**src/tor_map.vh**
```
// constants for the torque-off recovery block: register map, fields, reset values, timing
// assumes a 200 MHz system clock and a 32-bit APB register bus
`ifndef TOR_MAP_VH
`define TOR_MAP_VH

// register byte offsets
`define TOR_OFF_CTRL 12'h000
`define TOR_OFF_BLANK 12'h004
`define TOR_OFF_STATUS 12'h008
`define TOR_OFF_ALARM 12'h00c
`define TOR_OFF_IRQ_STAT 12'h010
`define TOR_OFF_IRQ_CLR 12'h014
`define TOR_OFF_IRQ_EN 12'h018

// control register fields
`define TOR_CTRL_MODE_BIT 0
`define TOR_CTRL_CRIT_LO 1
`define TOR_CTRL_CRIT_HI 2

// setting encodings and reset values
`define TOR_MODE_NO_ALARM 1'b0
`define TOR_MODE_ALARM 1'b1
`define TOR_CRIT_EDGE 2'h1
`define TOR_CRIT_LEVEL 2'h2
`define TOR_BLANK_RESET 7'h00
`define TOR_BLANK_MAX 7'h64
`define TOR_ALARM_CODE 8'h68
`define TOR_ALARM_NONE 8'h00

// status register bits
`define TOR_ST_INPUT_OFF 0
`define TOR_ST_TORQUE_OFF 1
`define TOR_ST_EXT_DEV 2
`define TOR_ST_EXCITED 3
`define TOR_ST_READY 4
`define TOR_ST_ALARM 5
`define TOR_ST_BLANKING 6
`define TOR_ST_REMOVED 7

// interrupt event bits
`define TOR_EV_INPUT_OFF 0
`define TOR_EV_REMOVED 1
`define TOR_EV_EXCITED 2
`define TOR_EV_ALARM 3
`define TOR_EV_W 4

// timing
`define TOR_CLK_PERIOD_NS 5
`define TOR_MS_NS 1000000
`define TOR_READY_DELAY_MS 4'h1
`define TOR_MS_CNT_W 18
`define TOR_SYNC_W 5

`endif

```
**src/tor_sync.v**
```verilog
// two flip-flop synchroniser for a vector of independent level inputs
// assumes each bit is a slow level; no bit-to-bit coherence is kept
`timescale 1ns/1ps
module tor_sync #(
  parameter W = 1
) (
  // clock and reset
  input wire clock,
  input wire srst,
  // asynchronous levels in, synchronised levels out
  input wire [W-1:0] d,
  output reg [W-1:0] q
);

  reg [W-1:0] meta_q;

  // first stage feeds only the second stage
  always @(posedge clock) begin
    if (srst) begin
      meta_q <= {W{1'b0}};
      q <= {W{1'b0}};
    end else begin
      meta_q <= d;
      q <= meta_q;
    end
  end

endmodule

```
**src/tor_top.v**
```verilog
// torque-off recovery logic: monitors, clear gating with blanking, excitation and ready, apb registers
// assumes contacts and host command may be asynchronous; apb is on the same 200 MHz clock
//
// Decided for this implementation: register access over APB and the placing of the registers.
`timescale 1ns/1ps
`include "tor_map.vh"

// Functional notes
// - With both channels back on, a clear while the host commands excitation excites the motor.
// - The clear criterion picks rising-edge (1, default) or on-level (2) action of the clear input.
// - The input-off monitor is high while either channel is off.
// - In alarm mode 0 the torque-off monitor is set when either channel turns off.
// - The torque-off monitor clears when the clear is accepted after both channels are back on.
// - Alarm mode selects no alarm (0, default) or an alarm (1) when either channel turns off.
// - The external-device monitor is high only while both channels are off.
// - The clear is ignored and no excitation happens until a 0 to 100 ms blanking time expires.
// - Blanking starts when both channels have turned on.
// - After blanking a qualified clear with command excites within 10 ms and readies within 60 ms.
// - In level mode the motor is excited while the clear is held on, not only at its edge.
// - Power removal with de-excitation follows both channels off within 15 ms.
// - In alarm mode 1 a channel turning off raises an alarm with code 68h.
module tor_top #(
  parameter MS_TICK_CYCLES = `TOR_MS_NS / `TOR_CLK_PERIOD_NS
) (
  // clock and reset
  input wire clock,
  input wire srst,
  // shut-off contacts, high means on
  input wire shutoff_channel_upper,
  input wire shutoff_channel_lower,
  // recovery inputs
  input wire torque_off_clear_in,
  input wire alarm_clear_in,
  // host excitation command
  input wire excite_cmd,
  // apb slave
  input wire psel,
  input wire penable,
  input wire pwrite,
  input wire [11:0] paddr,
  input wire [31:0] pwdata,
  output reg [31:0] prdata,
  output reg pready,
  output reg pslverr,
  // monitors and driver state
  output reg shutoff_input_off_monitor,
  output reg torque_off_state_monitor,
  output reg external_device_monitor,
  output reg motor_excite,
  output reg drive_ready,
  output reg power_removed,
  output reg alarm_active,
  output reg [7:0] alarm_code,
  output reg irq
);

  wire [`TOR_SYNC_W-1:0] sync_w;
  wire up_on, lo_on, clr_in, aclr_in, cmd_in;
  reg clr_prev_q, aclr_prev_q, both_on_prev_q;
  reg alarm_mode_q;
  reg [1:0] crit_q;
  reg [6:0] blank_ms_q;
  reg [6:0] blank_cnt_q;
  reg [`TOR_MS_CNT_W-1:0] div_q;
  reg tick_q;
  reg pending_q;
  reg [3:0] ready_cnt_q;
  reg [`TOR_EV_W-1:0] irq_stat_q, irq_en_q;
  wire both_on, either_off, both_off, both_on_rise, any_off_fall;
  wire blanking, clr_ok, aclr_rise, accept, excite_d;
  wire apb_setup, apb_done, wr_done;
  wire [`TOR_EV_W-1:0] events;
  reg [31:0] rdata_d;
  reg rerr_d;

  // every contact, clear and command is brought onto the clock before use
  tor_sync #(
    .W(`TOR_SYNC_W)
  ) u_sync (
    .clock(clock),
    .srst(srst),
    .d({excite_cmd, alarm_clear_in, torque_off_clear_in, shutoff_channel_lower, shutoff_channel_upper}),
    .q(sync_w)
  );

  assign up_on = sync_w[0];
  assign lo_on = sync_w[1];
  assign clr_in = sync_w[2];
  assign aclr_in = sync_w[3];
  assign cmd_in = sync_w[4];

  // channel combinations
  assign both_on = up_on & lo_on;
  assign either_off = ~both_on;
  assign both_off = ~up_on & ~lo_on;
  assign both_on_rise = both_on & ~both_on_prev_q;
  assign any_off_fall = either_off & both_on_prev_q;

  // edge history of the synchronised inputs
  always @(posedge clock) begin
    if (srst) begin
      clr_prev_q <= 1'b0;
      aclr_prev_q <= 1'b0;
      both_on_prev_q <= 1'b0;
    end else begin
      clr_prev_q <= clr_in;
      aclr_prev_q <= aclr_in;
      both_on_prev_q <= both_on;
    end
  end

  // millisecond divider, restarted when blanking loads so the first ms is full length
  always @(posedge clock) begin
    if (srst || both_on_rise) begin
      div_q <= {`TOR_MS_CNT_W{1'b0}};
      tick_q <= 1'b0;
    end else if (div_q == MS_TICK_CYCLES[`TOR_MS_CNT_W-1:0] - 1'b1) begin
      div_q <= {`TOR_MS_CNT_W{1'b0}};
      tick_q <= 1'b1;
    end else begin
      div_q <= div_q + 1'b1;
      tick_q <= 1'b0;
    end
  end

  // blanking counter in ms; loads at the moment both channels are on
  always @(posedge clock) begin
    if (srst || either_off) begin
      blank_cnt_q <= `TOR_BLANK_RESET;
    end else if (both_on_rise) begin
      blank_cnt_q <= blank_ms_q;
    end else if (tick_q && blank_cnt_q != `TOR_BLANK_RESET) begin
      blank_cnt_q <= blank_cnt_q - 1'b1;
    end
  end
  // a zero setting blanks nothing, the clear works in the cycle after both are on
  assign blanking = (blank_cnt_q != `TOR_BLANK_RESET) | both_on_rise;

  // clear qualification: level mode accepts a held clear, anything else acts on the edge
  assign clr_ok = (crit_q == `TOR_CRIT_LEVEL) ? clr_in : (clr_in & ~clr_prev_q);
  assign aclr_rise = aclr_in & ~aclr_prev_q;
  // with alarm mode on, recovery needs the alarm clear edge instead of the torque-off clear
  assign accept = both_on & ~blanking & cmd_in & (alarm_mode_q ? aclr_rise : clr_ok);

  // pending recovery: set by any channel off, dropped only by an accepted clear
  always @(posedge clock) begin
    if (srst) begin
      pending_q <= 1'b0;
    end else if (either_off) begin
      pending_q <= 1'b1;
    end else if (accept) begin
      pending_q <= 1'b0;
    end
  end

  // excitation needs both channels, the host command and no pending recovery
  assign excite_d = both_on & cmd_in & (~pending_q | accept);

  // motor drive and power removal; both follow the inputs within a few cycles, well inside 10/15 ms
  always @(posedge clock) begin
    if (srst) begin
      motor_excite <= 1'b0;
      power_removed <= 1'b0;
    end else begin
      motor_excite <= excite_d;
      power_removed <= both_off;
    end
  end

  // ready follows excitation after a short settle counted in ms ticks
  always @(posedge clock) begin
    if (srst || !excite_d) begin
      ready_cnt_q <= 4'h0;
      drive_ready <= 1'b0;
    end else if (ready_cnt_q == `TOR_READY_DELAY_MS) begin
      drive_ready <= 1'b1;
    end else if (tick_q) begin
      ready_cnt_q <= ready_cnt_q + 1'b1;
    end
  end

  // monitor outputs
  always @(posedge clock) begin
    if (srst) begin
      shutoff_input_off_monitor <= 1'b0;
      external_device_monitor <= 1'b0;
      torque_off_state_monitor <= 1'b0;
    end else begin
      shutoff_input_off_monitor <= either_off;
      external_device_monitor <= both_off;
      if (either_off && alarm_mode_q == `TOR_MODE_NO_ALARM) begin
        torque_off_state_monitor <= 1'b1;
      end else if (accept) begin
        torque_off_state_monitor <= 1'b0;
      end
    end
  end

  // input-detection alarm; a new off beats a simultaneous clear
  always @(posedge clock) begin
    if (srst) begin
      alarm_active <= 1'b0;
      alarm_code <= `TOR_ALARM_NONE;
    end else if (either_off && alarm_mode_q == `TOR_MODE_ALARM) begin
      alarm_active <= 1'b1;
      alarm_code <= `TOR_ALARM_CODE;
    end else if (accept) begin
      alarm_active <= 1'b0;
      alarm_code <= `TOR_ALARM_NONE;
    end
  end

  // interrupt events, one-cycle each
  assign events[`TOR_EV_INPUT_OFF] = any_off_fall;
  assign events[`TOR_EV_REMOVED] = both_off & ~power_removed;
  assign events[`TOR_EV_EXCITED] = excite_d & ~motor_excite;
  assign events[`TOR_EV_ALARM] = any_off_fall & (alarm_mode_q == `TOR_MODE_ALARM);

  // apb: one wait state; writes act and reads complete at the edge where pready is high
  assign apb_setup = psel & penable & ~pready;
  assign apb_done = psel & penable & pready;
  assign wr_done = apb_done & pwrite & ~pslverr;

  // read mux and address decode
  always @* begin
    rdata_d = 32'h0000_0000;
    rerr_d = 1'b0;
    case (paddr)
      `TOR_OFF_CTRL: begin
        rdata_d[`TOR_CTRL_MODE_BIT] = alarm_mode_q;
        rdata_d[`TOR_CTRL_CRIT_HI:`TOR_CTRL_CRIT_LO] = crit_q;
      end
      `TOR_OFF_BLANK: begin
        rdata_d[6:0] = blank_ms_q;
      end
      `TOR_OFF_STATUS: begin
        rdata_d[`TOR_ST_INPUT_OFF] = shutoff_input_off_monitor;
        rdata_d[`TOR_ST_TORQUE_OFF] = torque_off_state_monitor;
        rdata_d[`TOR_ST_EXT_DEV] = external_device_monitor;
        rdata_d[`TOR_ST_EXCITED] = motor_excite;
        rdata_d[`TOR_ST_READY] = drive_ready;
        rdata_d[`TOR_ST_ALARM] = alarm_active;
        rdata_d[`TOR_ST_BLANKING] = blanking;
        rdata_d[`TOR_ST_REMOVED] = power_removed;
      end
      `TOR_OFF_ALARM: begin
        rdata_d[7:0] = alarm_code;
      end
      `TOR_OFF_IRQ_STAT: begin
        rdata_d[`TOR_EV_W-1:0] = irq_stat_q;
      end
      `TOR_OFF_IRQ_CLR: begin
        rdata_d = 32'h0000_0000; // write-only, reads zero
      end
      `TOR_OFF_IRQ_EN: begin
        rdata_d[`TOR_EV_W-1:0] = irq_en_q;
      end
      default: begin
        rerr_d = 1'b1;
      end
    endcase
  end

  // bus handshake registers
  always @(posedge clock) begin
    if (srst) begin
      pready <= 1'b0;
      pslverr <= 1'b0;
      prdata <= 32'h0000_0000;
    end else begin
      pready <= apb_setup;
      pslverr <= apb_setup & rerr_d;
      if (apb_setup && !pwrite) begin
        prdata <= rdata_d;
      end
    end
  end

  // settings; an out-of-range blanking value is held at the maximum
  always @(posedge clock) begin
    if (srst) begin
      alarm_mode_q <= `TOR_MODE_NO_ALARM;
      crit_q <= `TOR_CRIT_EDGE;
      blank_ms_q <= `TOR_BLANK_RESET;
      irq_en_q <= {`TOR_EV_W{1'b0}};
    end else if (wr_done) begin
      if (paddr == `TOR_OFF_CTRL) begin
        alarm_mode_q <= pwdata[`TOR_CTRL_MODE_BIT];
        crit_q <= pwdata[`TOR_CTRL_CRIT_HI:`TOR_CTRL_CRIT_LO];
      end
      if (paddr == `TOR_OFF_BLANK) begin
        blank_ms_q <= (pwdata[31:0] > {25'h0, `TOR_BLANK_MAX}) ? `TOR_BLANK_MAX : pwdata[6:0];
      end
      if (paddr == `TOR_OFF_IRQ_EN) begin
        irq_en_q <= pwdata[`TOR_EV_W-1:0];
      end
    end
  end

  // sticky status: a new event wins over a clear in the same cycle
  always @(posedge clock) begin
    if (srst) begin
      irq_stat_q <= {`TOR_EV_W{1'b0}};
    end else if (wr_done && paddr == `TOR_OFF_IRQ_CLR) begin
      irq_stat_q <= (irq_stat_q & ~pwdata[`TOR_EV_W-1:0]) | events;
    end else begin
      irq_stat_q <= irq_stat_q | events;
    end
  end

  // level interrupt, one cycle behind the status so it leaves a flip-flop
  always @(posedge clock) begin
    if (srst) begin
      irq <= 1'b0;
    end else begin
      irq <= |(irq_stat_q & irq_en_q);
    end
  end

endmodule

```
**config.mk**
```make
export PLATFORM = sky130hd
export DESIGN_NAME = tor_top
export DESIGN_NICKNAME = d
export VERILOG_FILES = /design/src/tor_sync.v /design/src/tor_top.v
export VERILOG_INCLUDE_DIRS = /design/src /design/src/src
export SDC_FILE = /design/constraint.sdc
export NUM_CORES = 1
export LEC_CHECK = 0
export BUFFER_PORTS_ARGS = -buffer_cell sky130_fd_sc_hd__buf_2
export CAP_MARGIN = 30
export CORE_ASPECT_RATIO = 1.25
export CORE_MARGIN = 4
export CORE_UTILIZATION = 45
export CTS_CLUSTER_DIAMETER = 200
export DETAILED_ROUTE_END_ITERATION = 10
export PLACE_DENSITY = 0.73
export SYNTH_ARGS = -nofsm -noshare
export SYNTH_HDL_FRONTEND = slang
export SYNTH_SLANG_ARGS = --single-unit
```
**constraint.sdc**
```tcl
create_clock -name clock -period 1.7 [get_ports clock]
set_clock_uncertainty 0.15 [all_clocks]
set_input_delay 0.34 -clock clock [delete_from_list [all_inputs] [get_ports clock]]
set_output_delay 0.34 -clock clock [all_outputs]
set_load 0.005 [all_outputs]
```
==> flow_summary.yaml, run 1 <==
run_status:
  status: "finished with violations"
  violations: "negative setup slack"
clock_network:
  numClockSinks: 79
  htree_levels: 3
  cts_buffers: 9
  ctsLongestPathBuffers: 2
  cts_root_buf: "clkbuf_8"
  hold_buffers: 0
  worstSkewPairLatency_ns: 0.34
  cts_tree: "yes"
  clk_pin_slew_ns: 0.09
setup_path:
  critPathKind: "register to register"
  arrival_ns: 1.84
  crit_path_start_kind: "register"
  required_ns: 1.82
  crit_path_max_fanout: 7
  cp-end-kind: "register"
cells_and_area:
  drive_gt1_share_pct: 37.9
  regArea_um2: 1590
  fin_util_pct: 62.3
  area_delta_synth_final_pct: 33.4
  multi_input_area_um2: 2130
  diodes: 0
  instances_no_fill: 641
  design_area_um2: 4940
  final_nets: 600
  n_fill_cell: 671
synth:
  synth_most_common_cell: "dfxtp_1"
  synth.top_cell.area_share_pct: 42.7
  synthFlopType: "dfxtp_1"
  synth_cell_types: 55
  ys_seq_elements: 79
  synth_edf_count: 0
  yosysSeqAreaShare_pct: 42.7
  syn-cell-area_um2: 3700
  avgSynthCellArea_um2: 8.82
  yosys.area.top_type: "dfxtp_1"
  netlist_top_cells_area: "dfxtp_1 (43%), buf_4 (6.7%), nor2_1 (5.3%)"
  synth_common_cells: "dfxtp_1 (79), nor2_1 (52), buf_4 (33)"
  syn_inst: 420
  async_reset_ff_share_pct: 0
  synth_warnings: 0
die:
  core_area_um2: 7930
  die_area_um2: 9750
  fp.dieW_um: 89.1
  initial_utilization_pct: 46.7
  dieHeight_um: 109
  rows: 36
  ios: 104
detailed_routing:
  drc: 0
  wl_per_cell_um: 14.6
  wl_um: 9340
  vias: 3395
  ant_nets: 0
  drt_pass1_iterations: 5
  vias_per_cell: 5.30
  drt_iter0_drc: 187
placed_design:
  globalplace.congestion: 0.876
  port_buffers: 74
  dpl.hpwl_um: 6870
  dpl_cell_area_um2: 4420
  dp_cells: 621
  dp_slack_ns: -0.234
power:
  seqPwrFrac_pct: 54.5
  switching_share_pct: 26.1
  pwr_density_cell_nw_per_um2: 706
  combPwrFrac_pct: 9.2
  ir_worst_vdd_uv: 468
  p_leak_uw: 0.00204
  p_sw_uw: 911
  clkPwrFrac_pct: 36.3
  intPower_uw: 2580
sta:
  setup_viol: 9
  fin_crit_sh_pct: 101
  layout_setup_ws_ns: -0.0178
  drv_slew: 0
  hold_viol_final: 0
  rsz0062_at_grt: "true"
  whs_ns: 0.0517
  fmax_mhz: 582
  finalCriticalPeriod_ns: 1.72
global_route:
  grt_use_total_pct: 18.6
  grt_first_pass_wirelength_um: 14200
  globalRouteOverflowTotal: 0
  grt_pass1_vias: 3132
  grt_start_max_net_pins: 41
  antenna_found_initial: 0
run:
  max_cap_violations: 0
hold_path:
  worstHoldPathType: "input port to register"
-- final cells by class --
type / instances / area share (%)
clock buffer: 9 / 2.51
clock inverter: 7 / 1.14
inverter: 18 / 1.37
multi-input combinational: 303 / 43.2
sequential: 79 / 32.2
tap: 95 / 2.41
timing repair buffer: 130 / 17.2
-- critical path, cell delays in order, from the launching register on --
cell	delay (ns)
dfxtp_2	0.33
nand2b_4	0.13
a211o_1	0.30
a2111oi_4	0.40
o211ai_4	0.17
a211oi_2	0.15
-- metrics by stage --
stage	TNS [ns]	total power, uW
final	-0.0550	3490
after global routing	-1.96	3640
after CTS	-0.526	3460
after detailed placement	-4.83	2220
after global placement	-3.37	2210
after floorplan	-0.142	2110
-- cells in the final DEF (no fill, tap or decap), types with 4 or more instances in the layout --
cell      count
buf_2        74
dfxtp_1      72
buf_4        49
nor2_1       36
conb_1       29
nand2_1      28
a21oi_1      18
inv_1        16
nor2b_1      15
nand3_1      15
nor2_4       14
xor2_1       13
xnor2_1      10
nor3_1        9
nor4_1        9
clkbuf_8      9
mux2i_1       8
nand4_1       7
a22oi_1       7
o21ai_0       7
dfxtp_2       7
and3_1        4
mux2_2        4
buf_6         4
-- power by group through the flow --
stage / Clock (uW) / Sequential (uW) / Combinational [uW]
after floorplan: 0 / 1940 / 167
after detailed placement: 0 / 1940 / 279
after global routing: 1380 / 1900 / 355
after CTS: 1290 / 1900 / 282
after global placement: 0 / 1940 / 271
final: 1270 / 1900 / 322
-- cells by family (layout without fill, tap and decap cells) --
family | after synthesis | after routing | synth area share (%)
flip-flops | 79 | 79 | 42.7
AND/OR/NAND/NOR | 172 | 172 | 24.1
buffers and inverters | 66 | 164 | 10.2
adder cells (fa/ha/maj) | 5 | 5 | 1.69
AO/OA/AOI/OAI | 61 | 61 | 12.2
other | 1 | 29 | 0.101
multiplexers | 12 | 12 | 3.38
XOR/XNOR | 24 | 24 | 5.68
-- layer usage --
metal / part of all wire (%) / vias to the layer above / global-route usage (%) / routed length [um]
met5: 0 / - / 0 / 0
met4: 2.4 / 0 / 8.83 / 221
met3: 6.2 / 21 / 3.07 / 581
met2: 52 / 116 / 33.1 / 4900
met1: 39 / 1616 / 21.1 / 3640
li1: - / 1642 / - / -
-- path summary, 6_finish.rpt --
kind | start | to | slack (ns) | depth (start not counted)
worst max-delay path | crit_q[0] | ready_cnt_q[1] | -0.02 | 5
worst min-delay path | alarm_clear_in | u_sync.meta_q[3] | 0.05 | 2
worst max register to register | crit_q[0] | ready_cnt_q[1] | -0.02 | 5
worst min register to register | u_sync.meta_q[3] | u_sync.q[3] | 0.29 | 1
-- sequential cells by signal, indices dropped and copies added (netlist names), 2 cells and up --
| register | flops |
|---|---|
| blank_cnt_q | 7 |
| blank_ms_q | 7 |
| crit_q | 2 |
| div_q | 18 |
| irq_en_q | 4 |
| irq_stat_q | 4 |
| prdata | 8 |
| ready_cnt_q | 4 |
| u_sync.meta_q | 5 |
| u_sync.q | 5 |
-- what timing repair did --
item / 4_1_cts / 5_1_grt
setup endpoints to repair: 26 / 56
pin swaps: 16 / 32
cloned: 0 / 1
setup buffers: 2 / 1
gates resized for setup: 19 / 56
Note: power is estimated with default switching activity, not from simulation.
==> run 2: changes to the inputs <==
REMOVE_ABC_BUFFERS = 1   (was default)
==> flow_summary.yaml, run 2 (synthesis gave the netlist of run 1 again) <==
cells_and_area:
  top_register: "div_q"
  regArea_um2: 1590
  reg_top3: "div_q: 18 flops, prdata: 8 flops"
  multi_input_area_um2: 2020
  area_delta_synth_final_pct: 32.0
  final_common_cell: "buf_2"
  drive_gt1_share_pct: 36.3
  n_fill_cell: 679
  largest_register_ffs: 18
  final_nets: 601
  diodes: 0
  final_cell_mix: "buf_2 (74), dfxtp_1 (71), buf_4 (52)"
detailed_routing:
  drt_iter0_drc: 281
  wl_per_cell_um: 14.7
  drc: 0
  wl_um: 9440
  vias_per_cell: 5.33
  wl_met3_um: 774
  ant_nets: 0
  drt_pass1_iterations: 5
  wl_met1_um: 3610
  top_layer: "met4"
  vias: 3415
  routed-wl-met2_um: 4880
die:
  dieHeight_um: 109
  ios: 104
  core_area_um2: 7930
  initial_utilization_pct: 46.7
  die_area_um2: 9750
  rows: 36
  fp.dieW_um: 89.1
global_route:
  grt_start_max_net_pins: 41
  antenna_found_initial: 0
  grt_pass1_vias: 3197
  grt_use_total_pct: 18.8
  grt_first_pass_wirelength_um: 14300
  globalRouteOverflowTotal: 0
sta:
  rsz0062_at_grt: "true"
  finalCriticalPeriod_ns: 1.77
  fmax_mhz: 566
  whs_ns: 0.0454
  fin_crit_sh_pct: 104
  layout_setup_ws_ns: -0.0679
  setup_viol: 15
  drv_slew: 0
  finalSetupTns_ns: -0.388
  hold_viol_final: 0
clock_network:
  cts_root_buf: "clkbuf_8"
  worstSkewPairLatency_ns: 0.35
  ctsLongestPathBuffers: 2
  cts_buffers: 9
  clk_pin_slew_ns: 0.08
  numClockSinks: 79
  cts_tree: "yes"
  htree_levels: 3
power:
  ir_worst_vdd_uv: 561
  pwr_density_cell_nw_per_um2: 789
  power_uw: 3860
  p_leak_uw: 0.00207
setup_path:
  arrival_ns: 1.86
  critPathKind: "register to register"
  crit_path_max_fanout: 3
  required_ns: 1.79
  cp-end-kind: "register"
  crit_path_start_kind: "register"
placed_design:
  globalplace.congestion: 0.845
  dpl.hpwl_um: 6820
  port_buffers: 74
run_status:
  status: "finished with violations"
  violations: "negative setup slack"
run:
  max_cap_violations: 0
hold_path:
  worstHoldPathType: "input port to register"
## run 2: cell types whose count changed in the layout (fill, tap and decap cells not counted), moves of 3 or more
| cell | before | now |
|---|---|---|
| nor2_4 | 14 | 1 |
| nor2_2 | 2 | 9 |
| nor2_1 | 36 | 42 |
| buf_4 | 49 | 52 |
| bufinv_16 | 0 | 3 |
| clkinv_4 | 3 | 0 |
## run 2: worst max-delay path, cell delays in order (launching register included)
cell and delay (ns):
dfxtp_2 0.32, nand2b_4 0.12, a211o_1 0.31, a2111oi_4 0.47, nor2_2 0.10, a22o_1 0.20
## run 2: layout make-up
type	count	area share, %
Clock inverter	6	2.25
Sequential cell	79	32.6
Clock buffer	9	2.54
Timing Repair Buffer	131	17.4
Tap cell	95	2.43
Multi-Input combinational cell	303	41.4
Inverter	18	1.38
## run 2: metal layers
layer | GRT usage (%) | vias up
li1 | - | 1650
met1 | 21.8 | 1614
met2 | 33.7 | 129
met3 | 3.67 | 22
met4 | 6.81 | 0
met5 | 0 | -
## run 2: report_power, final
group	switching [uW]	internal (uW)
combinational	155	147
sequential	21.1	1880
clock	689	964
total	865	2990
## run 2: final timing paths
path / from / end / slack, ns / cells after the start
worst max-delay path: crit_q[0] / alarm_code[5] / -0.07 / 5
worst min-delay path: shutoff_channel_upper / u_sync.meta_q[0] / 0.05 / 2
worst max register to register: crit_q[0] / alarm_code[5] / -0.07 / 5
worst min register to register: u_sync.meta_q[4] / u_sync.q[4] / 0.29 / 1
## run 2: stage by stage
stage | area (um2) | util (%) | worst slack (ns) | cells
after floorplan | 3500 | - | -0.0691 | 400
after global placement | 4380 | 55.2 | -0.205 | 618
after detailed placement | 4380 | 55.2 | -0.239 | 618
after CTS | 4660 | 58.8 | -0.0804 | 633
after global routing | 4890 | 61.6 | -0.118 | 641
final | 4890 | 61.6 | -0.0679 | 641
## run 2: timing repair
action | 4_1_cts | 5_1_grt
hold buffers | 0 | 0
pin swaps | 9 | 18
buffers inserted | 0 | 7
gates cloned | 0 | 1
gates resized for setup | 12 | 43
endpoints found under the setup margin | 36 | 50
==> run 3: changes to the inputs <==
SETUP_SLACK_MARGIN = 0.5   (was default)
==> flow_summary.yaml, run 3 (synthesis gave the netlist of run 1 again) <==
run_status:
  status: "finished with violations"
  violations: "negative setup slack"
sta:
  finalCriticalPeriod_ns: 1.79
  hold_viol_final: 0
  setup_viol: 19
  drv_slew: 0
  rsz0062_at_grt: "true"
  whs_ns: 0.0454
  fin_crit_sh_pct: 105
  fmax_mhz: 559
  layout_setup_ws_ns: -0.0880
die:
  fp.dieW_um: 89.1
  dieHeight_um: 109
  initial_utilization_pct: 46.7
  ios: 104
  core_area_um2: 7930
  rows: 36
  die_area_um2: 9750
power:
  switching_share_pct: 22.8
  combPwrFrac_pct: 9.4
  seqPwrFrac_pct: 48.5
  intPower_uw: 3030
  pwr_density_cell_nw_per_um2: 710
  ir_worst_vdd_uv: 557
  clkPwrFrac_pct: 42.1
  p_sw_uw: 895
  p_leak_uw: 0.00224
setup_path:
  critPathBufInv: 2
  path_depth: 8
  crit_end: "div_q[4]"
  rr_startpoint: "div_q[1]"
  cp_slowest_stage_delay_ns: 0.36
  crit-reg2reg-capture: "div_q[4]"
  startpoint: "div_q[1]"
  ff2ff_setup_slack_ns: -0.09
  crit_family: "simple AND/OR/NAND/NOR gates"
  crit_chain: "ha_4 > and3_4 > and3_4 > nand4_1 > nand2_2 > buf_6 > buf_16 > nor2_2"
  crit_path_start_kind: "register"
  arrival_ns: 1.89
  required_ns: 1.80
  ff2ff_path_depth: 8
  critPathKind: "register to register"
  crit_top_cell: "and3_4"
  crit_path_max_fanout: 8
  cp_slowest_cell: "dfxtp_2"
  cp-end-kind: "register"
cells_and_area:
  largest_register_ffs: 18
  n_fill_cell: 555
  drive_gt1_share_pct: 49.6
  design_area_um2: 5520
  diodes: 0
  final_nets: 620
  top_register: "div_q"
  final_common_cell: "buf_2"
  area_delta_synth_final_pct: 49.1
  reg_top3: "div_q: 18 flops, prdata: 8 flops"
  final_cell_mix: "buf_2 (59), buf_4 (58), dfxtp_1 (51)"
detailed_routing:
  ant_nets: 0
  wl_um: 10500
  vias: 3559
  wl_per_cell_um: 15.9
  drt_pass1_iterations: 5
  drt_iter0_drc: 305
  drc: 0
  vias_per_cell: 5.39
global_route:
  grt_first_pass_wirelength_um: 15800
  grt_start_max_net_pins: 41
  grt_use_total_pct: 20.9
  grt_pass1_vias: 3510
  globalRouteOverflowTotal: 0
  antenna_found_initial: 0
placed_design:
  globalplace.congestion: 0.845
  dpl.hpwl_um: 6820
  dpl_cell_area_um2: 4380
  port_buffers: 74
clock_network:
  cts_tree: "yes"
  numClockSinks: 79
  worstSkewPairLatency_ns: 0.35
  ctsLongestPathBuffers: 2
  htree_levels: 3
  hold_buffers: 0
  cts_root_buf: "clkbuf_8"
  cts_buffers: 9
  clk_pin_slew_ns: 0.08
hold_path:
  worstHoldPathType: "input port to register"
run:
  max_cap_violations: 0
-- run 3: cell types whose count changed in the layout (fill, tap and decap cells not counted), moves of 10 or more --
cell	change
buf_6	+27
dfxtp_1	-20
dfxtp_2	+20
buf_2	-15
nor2_4	+13
nor2_1	-10
-- run 3: how the worst min path moves through the flow --
stage                                     start                to  slack, ns  cells after the start
after global placement         u_sync.meta_q[2]       u_sync.q[2]       0.27                      1
after floorplan                            srst        clr_prev_q       0.26                      1
after detailed placement       u_sync.meta_q[3]       u_sync.q[3]       0.27                      1
after global routing             alarm_clear_in  u_sync.meta_q[3]       0.04                      2
after CTS                 shutoff_channel_upper  u_sync.meta_q[0]       0.03                      2
final                            alarm_clear_in  u_sync.meta_q[3]       0.05                      2
-- run 3: per-stage QoR --
stage	worst slack [ns]	TNS, ns	total power, uW	instances	util (%)
4_1_cts	-0.0804	-0.747	3890	651	65.8
3_3_place_gp	-0.205	-3.17	2200	618	55.2
3_5_place_dp	-0.239	-4.19	2210	618	55.2
2_1_floorplan	-0.0691	-1.18	2030	400	-
5_1_grt	-0.101	-2.09	4050	660	69.6
6_report	-0.0880	-1.20	3920	660	69.6
-- run 3: metal layers --
layer  global-route usage (%)  up-vias  share of wire (%)
met2                     37.1      155                 53
met3                     4.95       36                7.2
met4                     10.4        0                3.5
met1                     22.9     1679                 36
met5                        0        -                  0
li1                         -     1689                  -
-- run 3: cell type report --
type	count	area (um2)	area share [%]
repair buffers	150	1140	20.6
well taps	95	119	2.15
clock buffers	9	124	2.24
multi-input cells	303	2340	42.4
inverters	18	67.6	1.22
clock inverters	6	110	1.99
flip-flops and latches	79	1620	29.3
-- run 3: power by group through the flow --
stage	logic [uW]	clock network (uW)	registers, uW
2_1_floorplan	89.3	0	1940
3_3_place_gp	263	0	1940
3_5_place_dp	268	0	1940
4_1_cts	328	1660	1900
5_1_grt	401	1740	1910
6_report	368	1650	1900
-- run 3: repair_timing --
item	4_1_cts	5_1_grt
endpoints found under the setup margin	82	82
pin swaps	65	28
gates cloned	1	0
resized for setup	115	60
endpoints found under the hold margin	0	0
setup buffers	17	9
